File: config.mk
export PLATFORM = sky130hd
export DESIGN_NAME = adc_trigger_pacing_control
export DESIGN_NICKNAME = d
export VERILOG_FILES = /design/src/pacing_pkg.sv /design/src/timebase_if.sv /design/src/adc_trigger_pacing_control.sv /design/src/timebase_gen.sv
export VERILOG_INCLUDE_DIRS = /design/src
export SDC_FILE = /design/constraint.sdc
export NUM_CORES = 2
export LEC_CHECK = 0
export BUFFER_PORTS_ARGS = -buffer_cell sky130_fd_sc_hd__buf_2
export CAP_MARGIN = 20
export CELL_PAD_IN_SITES_DETAIL_PLACEMENT = 1
export CELL_PAD_IN_SITES_GLOBAL_PLACEMENT = 1
export CORE_UTILIZATION = 50
export DETAILED_ROUTE_END_ITERATION = 6
export PLACE_DENSITY_LB_ADDON = 0.1
export SYNTH_ARGS = -nofsm -noshare
export SYNTH_HDL_FRONTEND = slang
export SYNTH_HIERARCHICAL = 1
export SYNTH_SLANG_ARGS = --single-unit
export TNS_END_PERCENT = 30
File: constraint.sdc
create_clock -name core_clk -period 37 [get_ports core_clk]
set_input_delay 3.7 -clock core_clk [delete_from_list [all_inputs] [get_ports core_clk]]
set_output_delay 3.7 -clock core_clk [all_outputs]
set_load 0.02 [all_outputs]
File: src/pacing_consts.svh
// Constants for the trigger and pacing control of the four converter subsystems.
`ifndef PACING_CONSTS_SVH
`define PACING_CONSTS_SVH

// ----------------------------------------------------------------------------
// Clock and time base
// ----------------------------------------------------------------------------
`define CORE_CLK_HZ 10000000
`define TB_60HZ_HZ 4915200
`define TB_50HZ_HZ 4096000
// Time base ticks per sample at the fastest rate (960 or 800 samples/s).
`define BASE_DIV 5120
`define RATE_CODES 8

// ----------------------------------------------------------------------------
// Subsystem layout
// ----------------------------------------------------------------------------
`define SUB_COUNT 4
`define LINE_COUNT 8
`define STOP_LINE_OFS 4
`define SAMPLE_BITS 24
`define BUF_DEPTH 8

// ----------------------------------------------------------------------------
// Field codes and reset values
// ----------------------------------------------------------------------------
`define TRIG_SW 2'h0
`define TRIG_EXT 2'h1
`define TRIG_DEV 2'h2
`define RANGE_UNI 2'h0
`define RANGE_OFS 2'h1
`define RANGE_BIP 2'h2
`define GAIN_MAX 3'h6
`define GAIN_RST 3'h0
`define RANGE_RST 2'h2
`define CODE_SIGN 24'h800000
`define CODE_ONES 24'hffffff
`define CODE_ZERO 24'h000000

`endif

File: src/pacing_pkg.sv
// Types shared by the trigger and pacing control modules.
`default_nettype none
package pacing_pkg;
   typedef enum logic [1:0] {SUB_IDLE, SUB_RUN, SUB_PAUSED, SUB_FLUSH} sub_state_t;
endpackage
`default_nettype wire

File: src/timebase_if.sv
// Carrier between the control block and its shared time base generator.
`timescale 1ns/100ps
`default_nettype none
interface timebase_if;
   logic mains_50hz;
   logic tick;
   modport gen (input mains_50hz, output tick);
   modport user (output mains_50hz, input tick);
endinterface
`default_nettype wire
File: src/adc_trigger_pacing_control.sv
// Trigger, pacing and sample buffering control for four converter subsystems.
`timescale 1ns/100ps
`default_nettype none
`include "pacing_consts.svh"
module adc_trigger_pacing_control
   import pacing_pkg::*;
#(
   parameter int unsigned BASE_DIV = `BASE_DIV,
   parameter int unsigned DEPTH = `BUF_DEPTH,
   parameter int unsigned CORE_HZ = `CORE_CLK_HZ
) (
   input wire logic core_clk, // Core clock, 10 MHz.
   input wire logic rst, // Asynchronous reset, active high.
   input wire logic [`LINE_COUNT-1:0] din_lines, // Digital trigger input pins.
   input wire logic mains_50hz, // High selects the 50 Hz time base.
   input wire logic [`SUB_COUNT-1:0][1:0] trig_src, // Trigger source per subsystem.
   input wire logic [`SUB_COUNT-1:0][2:0] gain_sel, // Gain code per subsystem.
   input wire logic [`SUB_COUNT-1:0][1:0] range_sel, // Input range per subsystem.
   input wire logic [`SUB_COUNT-1:0][2:0] rate_sel, // Rate code, 0 is fastest.
   input wire logic [`SUB_COUNT-1:0] chan0_listed, // Channel zero is in the list.
   input wire logic [`SUB_COUNT-1:0] sw_start, // Software start write, pulse.
   input wire logic [`SUB_COUNT-1:0] sw_stop, // Orderly stop, pulse.
   input wire logic [`SUB_COUNT-1:0] sw_abort, // Abrupt stop, pulse.
   input wire logic [`SUB_COUNT-1:0] single_req, // Single-value request, pulse.
   input wire logic [`SUB_COUNT-1:0] overrun_clr, // Clear overrun flag, pulse.
   input wire logic [`SUB_COUNT-1:0] conv_busy, // Converter busy.
   input wire logic [`SUB_COUNT-1:0] conv_done, // Conversion result valid, pulse.
   input wire logic [`SUB_COUNT-1:0] conv_over, // Result was above range.
   input wire logic [`SUB_COUNT-1:0] conv_under, // Result was below range.
   input wire logic [`SUB_COUNT-1:0][`SAMPLE_BITS-1:0] conv_data, // Raw offset binary result.
   input wire logic host_ready, // Host takes the sample this cycle.
   output logic [`SUB_COUNT-1:0] conv_start, // Start one conversion, pulse.
   output logic [`SUB_COUNT-1:0][2:0] conv_gain, // Gain code to converter.
   output logic [`SUB_COUNT-1:0][1:0] conv_range, // Range code to converter.
   output logic out_valid, // Sample offered to host.
   output logic [1:0] out_sub, // Subsystem of the sample.
   output logic out_single, // Sample answers a single request.
   output logic [`SAMPLE_BITS-1:0] out_data, // Coded sample word.
   output logic [`SUB_COUNT-1:0] stop_event, // Digital event stop done, pulse.
   output logic [`SUB_COUNT-1:0] overrun, // Sticky overrun flag.
   output logic [`SUB_COUNT-1:0] active // Subsystem not idle.
);
   localparam int unsigned PW = (DEPTH > 1) ? $clog2(DEPTH) : 1;
   localparam int unsigned DIVW = 20;
   localparam int unsigned SW = `SAMPLE_BITS;

   // ---------------------------------------------------------------------------
   // State
   // ---------------------------------------------------------------------------
   typedef struct packed {
      logic [`LINE_COUNT-1:0] s1;
      logic [`LINE_COUNT-1:0] s2;
      logic [`LINE_COUNT-1:0] s3;
      logic armed;
      sub_state_t [`SUB_COUNT-1:0] st;
      logic [`SUB_COUNT-1:0][DIVW-1:0] div;
      logic [`SUB_COUNT-1:0] inflight;
      logic [`SUB_COUNT-1:0] single;
      logic [`SUB_COUNT-1:0][DEPTH-1:0][SW:0] mem;
      logic [`SUB_COUNT-1:0][PW-1:0] wp;
      logic [`SUB_COUNT-1:0][PW-1:0] rp;
      logic [`SUB_COUNT-1:0][PW:0] cnt;
      logic [`SUB_COUNT-1:0] conv_start;
      logic [`SUB_COUNT-1:0][2:0] gain;
      logic [`SUB_COUNT-1:0][1:0] range;
      logic out_valid;
      logic [1:0] out_sub;
      logic out_single;
      logic [SW-1:0] out_data;
      logic [`SUB_COUNT-1:0] stop_event;
      logic [`SUB_COUNT-1:0] overrun;
      logic [`SUB_COUNT-1:0] active;
   } ctl_state_t;

   ctl_state_t q;
   ctl_state_t d;

   timebase_if tb ();

   assign tb.mains_50hz = mains_50hz;

   timebase_gen #(
      .CORE_HZ(CORE_HZ)
   ) u_timebase (
      .core_clk(core_clk),
      .rst(rst),
      .tb(tb)
   );

   // ---------------------------------------------------------------------------
   // Helpers
   // ---------------------------------------------------------------------------
   // Last time base count of a sample period; both modes need 5120 base ticks
   // at the top rate, so one table serves both and halving is a shift.
   function automatic logic [DIVW-1:0] pace_limit(input logic [2:0] rate);
      pace_limit = DIVW'((BASE_DIV << rate) - 1);
   endfunction

   // Range clamps win over coding so that out-of-range reads are unambiguous.
   function automatic logic [SW-1:0] code_sample(input logic [SW-1:0] raw,
                                                 input logic over,
                                                 input logic under,
                                                 input logic [1:0] rng);
      if (over) begin
         code_sample = `CODE_ONES;
      end else if (under) begin
         code_sample = `CODE_ZERO;
      end else if (rng == `RANGE_BIP) begin
         code_sample = raw ^ `CODE_SIGN;
      end else begin
         code_sample = raw;
      end
   endfunction

   function automatic logic [2:0] legal_gain(input logic [2:0] g);
      legal_gain = (g > `GAIN_MAX) ? `GAIN_MAX : g;
   endfunction

   // ---------------------------------------------------------------------------
   // Next state
   // ---------------------------------------------------------------------------
   always_comb begin
      logic found;
      logic [1:0] pop_n;
      logic fall_start;
      logic fall_stop;
      logic start_ok;
      logic tick;
      found = 1'b0;
      pop_n = 2'h0;
      fall_start = 1'b0;
      fall_stop = 1'b0;
      start_ok = 1'b0;
      tick = 1'b0;
      d = q;

      d.s1 = din_lines;
      d.s2 = q.s1;
      d.s3 = q.s2;
      if (&q.s2) begin
         d.armed = 1'b1;
      end
      d.conv_start = '0;
      d.stop_event = '0;

      // One shared output slot; lower subsystems that are not paused win when several have data.
      if (q.out_valid && host_ready) begin
         d.out_valid = 1'b0;
      end
      if (!q.out_valid || host_ready) begin
         for (int n = 0; n < `SUB_COUNT; n++) begin
            if (!found && q.cnt[n] != '0 && q.st[n] != SUB_PAUSED) begin
               found = 1'b1;
               pop_n = 2'(n);
            end
         end
      end
      if (found) begin
         d.out_valid = 1'b1;
         {d.out_single, d.out_data} = q.mem[pop_n][q.rp[pop_n]];
         d.out_sub = pop_n;
         d.rp[pop_n] = q.rp[pop_n] + 1'b1;
         d.cnt[pop_n] = q.cnt[pop_n] - 1'b1;
      end

      for (int n = 0; n < `SUB_COUNT; n++) begin
         fall_start = q.armed && q.s3[n] && !q.s2[n];
         fall_stop = q.armed && q.s3[n + `STOP_LINE_OFS]
                     && !q.s2[n + `STOP_LINE_OFS];
         start_ok = chan0_listed[n]
                    && ((trig_src[n] == `TRIG_SW && sw_start[n])
                        || (trig_src[n] != `TRIG_SW && fall_start));
         tick = 1'b0;

         if (overrun_clr[n]) begin
            d.overrun[n] = 1'b0;
         end

         unique case (q.st[n])
            SUB_IDLE: begin
               if (start_ok) begin
                  d.st[n] = SUB_RUN;
                  d.div[n] = '0;
                  d.gain[n] = legal_gain(gain_sel[n]);
                  d.range[n] = range_sel[n];
               end else if (single_req[n] && !q.inflight[n] && !conv_busy[n]) begin
                  d.conv_start[n] = 1'b1;
                  d.inflight[n] = 1'b1;
                  d.single[n] = 1'b1;
                  d.gain[n] = legal_gain(gain_sel[n]);
                  d.range[n] = range_sel[n];
               end
            end
            SUB_RUN: begin
               if (tb.tick) begin
                  if (q.div[n] >= pace_limit(rate_sel[n])) begin
                     d.div[n] = '0;
                     tick = 1'b1;
                  end else begin
                     d.div[n] = q.div[n] + 1'b1;
                  end
               end
               if (sw_stop[n]) begin
                  d.st[n] = SUB_FLUSH;
               end else if (trig_src[n] == `TRIG_EXT && fall_stop) begin
                  d.st[n] = SUB_PAUSED;
               end else if (trig_src[n] == `TRIG_DEV && fall_stop) begin
                  d.st[n] = SUB_FLUSH;
               end
            end
            SUB_PAUSED: begin
               if (sw_stop[n]) begin
                  d.st[n] = SUB_FLUSH;
               end else if (trig_src[n] == `TRIG_EXT && fall_start) begin
                  d.st[n] = SUB_RUN;
                  d.div[n] = '0;
               end
            end
            SUB_FLUSH: begin
               if (q.cnt[n] == '0 && !q.inflight[n]) begin
                  d.st[n] = SUB_IDLE;
                  d.stop_event[n] = (trig_src[n] == `TRIG_DEV);
               end
            end
         endcase

         // A pulse that finds the converter still at work is not queued.
         if (tick) begin
            if (q.inflight[n] || conv_busy[n]) begin
               d.overrun[n] = 1'b1;
            end else begin
               d.conv_start[n] = 1'b1;
               d.inflight[n] = 1'b1;
               d.single[n] = 1'b0;
            end
         end

         if (conv_done[n] && q.inflight[n]) begin
            d.inflight[n] = 1'b0;
            if (d.cnt[n] != (PW + 1)'(DEPTH)) begin
               d.mem[n][q.wp[n]] = {q.single[n],
                                    code_sample(conv_data[n], conv_over[n],
                                                conv_under[n], q.range[n])};
               d.wp[n] = q.wp[n] + 1'b1;
               d.cnt[n] = d.cnt[n] + 1'b1;
            end else begin
               d.overrun[n] = 1'b1;
            end
         end

         // Abrupt stop drops the buffered samples and any result still on its way; a sample already offered stays.
         if (sw_abort[n]) begin
            d.st[n] = SUB_IDLE;
            d.inflight[n] = 1'b0;
            d.conv_start[n] = 1'b0;
            d.wp[n] = '0;
            d.rp[n] = '0;
            d.cnt[n] = '0;
            if (found && pop_n == 2'(n)) begin
               d.out_valid = q.out_valid && !host_ready;
               {d.out_single, d.out_data} = {q.out_single, q.out_data};
               d.out_sub = q.out_sub;
            end
         end
         d.active[n] = (d.st[n] != SUB_IDLE);
      end
   end

   // ---------------------------------------------------------------------------
   // Registers
   // ---------------------------------------------------------------------------
   always_ff @(posedge core_clk or posedge rst) begin
      if (rst) begin
         q <= '0;
         for (int n = 0; n < `SUB_COUNT; n++) begin
            q.st[n] <= SUB_IDLE;
            q.gain[n] <= `GAIN_RST;
            q.range[n] <= `RANGE_RST;
         end
      end else begin
         q <= d;
      end
   end

   // ---------------------------------------------------------------------------
   // Outputs
   // ---------------------------------------------------------------------------
   assign conv_start = q.conv_start;
   assign conv_gain = q.gain;
   assign conv_range = q.range;
   assign out_valid = q.out_valid;
   assign out_sub = q.out_sub;
   assign out_single = q.out_single;
   assign out_data = q.out_data;
   assign stop_event = q.stop_event;
   assign overrun = q.overrun;
   assign active = q.active;
endmodule
`default_nettype wire

File: src/timebase_gen.sv
// Fractional generator of the 4.9152 MHz or 4.0960 MHz time base tick.
`timescale 1ns/100ps
`default_nettype none
`include "pacing_consts.svh"
module timebase_gen
   import pacing_pkg::*;
#(
   parameter int unsigned CORE_HZ = `CORE_CLK_HZ
) (
   input wire logic core_clk, // Core clock.
   input wire logic rst, // Asynchronous reset, active high.
   timebase_if.gen tb // Mode in, tick out.
);
   // ---------------------------------------------------------------------------
   // State
   // ---------------------------------------------------------------------------
   typedef struct packed {
      logic [24:0] acc;
      logic tick;
   } tb_state_t;

   tb_state_t q;
   tb_state_t d;

   // A phase accumulator keeps the long-run tick rate exact; single ticks jitter
   // by one core cycle, which the sample divider averages out.
   always_comb begin
      logic [24:0] sum;
      sum = '0;
      d = q;
      sum = q.acc + (tb.mains_50hz ? 25'(`TB_50HZ_HZ) : 25'(`TB_60HZ_HZ));
      d.tick = 1'b0;
      if (sum >= 25'(CORE_HZ)) begin
         d.acc = sum - 25'(CORE_HZ);
         d.tick = 1'b1;
      end else begin
         d.acc = sum;
      end
   end

   always_ff @(posedge core_clk or posedge rst) begin
      if (rst) begin
         q <= '0;
      end else begin
         q <= d;
      end
   end

   assign tb.tick = q.tick;
endmodule
`default_nettype wire

==> flow_summary.toml <==
[critical_path]
crit_path_start_kind = "input port"
critPathKind = "in -> reg"
path_max_fanout = 37
cp.arrival_ps = 8700
worst_r2r_startpoint = "q[64]$_DFF_PP0_"
endpoint_kind = "register"
worstPathRequired_ps = 37580
startpoint = "host_ready"

[placement]
hpwl_um = 107000
gp_congestion = 0.860
numPortBuffers = 251
placed_cells = 5845
placed_cell_area_mm2 = 0.0537

[global_routing]
gr-total-overflow = 0
grt_pass1_wl_um = 254000
grt_pass1_vias = 39500
grt_usage_pct = 32.2
grt_max_degree = 165
antenna_found_initial = 10

[synthesis]
yosysWarnings = 6
ys_ff_latch = 1044
synth_edf_count = 0
synth-async-reset-ratio_pct = 100
syn_avg_cell_area_um2 = 11.5
syn_nets = 4746
ys_types = 88
ys_seq_area_share_pct = 50.7
synth_area_mm2 = 0.0516
synth_cells = 4491
synthFlopType = "dfrtp_1"

[job]
maxCapViolCount = 0

[clocking]
cts_inserted_buffers = 114
hold_buffers = 0
cts_resized = 0
cts_tree = "done"
clockRootBuffer = "clkbuf_16"
cts_setup_buffers = 0
h-tree-depth = 3
cts_buffer_depth = 3
path_clk_slew_ps = 60
clk_latency_ps = 720
clock-sinks = 1044

[drt]
wl_per_cell_um = 27.4
first_iter_violations = 3099
wl_um = 166000
via_count = 38200
drcViolationCount = 0
viasPerCell = 6.30
ant_nets = 0
drt_first_pass_iters = 5

[timing]
fin_worst_skew_ps = 28.5
whs_ps = 350
maxSlewHeadroom_pct = 27.7
rsz0062_at_grt = "no"
fmax_ghz = 0.123
fin_crit_sh_pct = 22.0
hold_viol = 0
setup-tns-final_ps = 0
worst_slew_pin_slew_ps = 1080
finalSetupViolCount = 0
period_minus_slack_ps = 8130
finalMaxSlewViolations = 0

[floorplanning]
die-area_mm2 = 0.104
core_mm2 = 0.102
initial_core_util_pct = 50.6
die_w_um = 323
rows = 117
io-pin-count = 252
die_y_um = 323

[cells_and_area]
synthToLayoutAreaGrowth_pct = 12.0
drive_above_1_share_pct = 30.6
layout.nets = 4850
final_area_mm2 = 0.0578
fin_cells = 6065

[power_and_ir_drop]
swShare_pct = 46.5
p_per_area_mw_per_mm2 = 91.3
power_frac_seq_pct = 26.9
p_leak_nw = 27.5
p_int_w = 0.00282
clkPwrFrac_pct = 23.1
switchingPower_w = 0.00245
ir_drop_v = 0.0000779
power_frac_comb_pct = 50.0
p_total_w = 0.00527

[min_path]
min-delay-start = "d[1009]$_DFF_PP0_"
hold_class = "reg -> reg"

[outcome]
status = "finished clean"
## power groups by stage
stage	registers (W)	logic, W	clock network [W]
after global routing	0.00143	0.00277	0.00127
after CTS	0.00141	0.00257	0.00123
after detailed placement	0.00143	0.00255	0
final	0.00142	0.00264	0.00122
after floorplan	0.00139	0.00160	0
after global placement	0.00142	0.00252	0
## cells by family (layout without fill, tap and decap cells)
logic type	Yosys count	count (layout)	share of synthesized area [%]
AO/OA/AOI/OAI	901	901	12.0
XOR/XNOR	62	62	1.05
adder cells (fa/ha/maj)	67	67	1.64
buffers and inverters	413	616	3.83
flip-flops	1044	1044	50.7
multiplexers	959	959	20.9
other	0	3	0
AND/OR/NAND/NOR	1045	1045	9.91
## critical path: stages
cell      delay, ps
buf_2            80
nand2b_1        160
o21a_2          150
buf_4           510
o21ai_4         100
buf_4           290
a222oi_1        480
ha_1            410
o21ai_0         420
inv_1            90
ha_1            230
o211a_1         120
a21boi_1        130
buf_4           200
or4_2          1120
mux2_4          470
## per-stage QoR
stage	utilization [%]	worst slack [ps]
finish	56.6	28870
global route	56.6	28670
global placement	52.6	28230
floorplan	-	4460
CTS	56.6	28930
detailed placement	52.6	28160
## cells in the final DEF (no fill, tap or decap), types with 105 or more instances in the layout
cell type / count
nand2_1: 413
mux2_2: 805
a21oi_1: 105
clkbuf_16: 117
nand3_1: 145
a21o_1: 119
nor2_1: 161
buf_2: 252
dfrtp_1: 1040
o22ai_1: 180
o21ai_0: 145
## flip-flops by register name, summed over array words and instances, names as in the netlist
name and count:
u_timebase/tb.tick 1, out_valid 1, active 4, q 945, stop_event 4, conv_range 8
d 16, conv_start 4, overrun 4, out_data 24, u_timebase/q 18, out_sub 2
conv_gain 12, out_single 1
## final timing paths
path                                      end  slack, ps  cells after the start
setup reg to reg           q[417]$_DFFE_PP0P_      30970                     15
min in group asynchronous  q[144]$_DFFE_PP0P_       3180                      2
hold reg to reg             d[1001]$_DFF_PP0_        350                      0
hold / removal              d[1001]$_DFF_PP0_        350                      0
setup / recovery           q[417]$_DFFE_PP0P_      28870                     16
max in group asynchronous  q[918]$_DFFE_PP0P_      30540                      5
## area by class of cell
class	instances	area (µm²)
antenna	3	7.51
clock buffer	159	3290
clock inverter	56	714
fill	10600	44300
inverter	56	220
multi-input combinational	3034	23700
sequential	1044	26100
tap	1368	1710
timing repair buffer	345	2010
## Yosys cell counts, types with 14 or more instances
library cell  instances  share of area [%]
buf_1                29               0.21
ha_1                 66                1.6
mux2_2              805                 18
o311ai_0             25               0.42
mux2_1               69                1.5
a31oi_1              36               0.44
o221ai_1             16               0.27
nor3_1               55               0.53
buf_2                74               0.72
a32oi_1              15               0.25
clkbuf_1            173                1.3
and3_1               44               0.53
xnor2_1              35               0.59
mux2i_1              65                1.3
xor2_1               27               0.46
a21oi_1             106                1.0
a311oi_1             34               0.58
nand2b_1             25               0.30
nand3b_1             19               0.28
nand2_1             416                3.0
inv_1                55               0.40
mux2_4               20               0.58
a2111oi_0            41               0.70
o21ai_0             147                1.4
dfrtp_1            1040                 50
and4_1               25               0.42
and2_1               17               0.21
buf_4                73                1.1
nand4_1              28               0.34
nand3_1             146                1.4
o31ai_1              15               0.22
a211oi_1             71                1.0
nor2b_1              14               0.17
o22ai_1             180                2.2
nor2_1              165                1.2
a21o_1              119                1.7
## per-layer routing
layer	vias to the layer above	wire length (µm)	share of wire [%]	track usage [%]
li1	16700	-	-	-
met1	20200	77200	46	47.8
met2	1043	74500	45	49.0
met3	249	10600	6.4	5.50
met4	0	4010	2.4	7.94
met5	-	0	0	0
No activity file was read; power rests on OpenSTA's default activity.
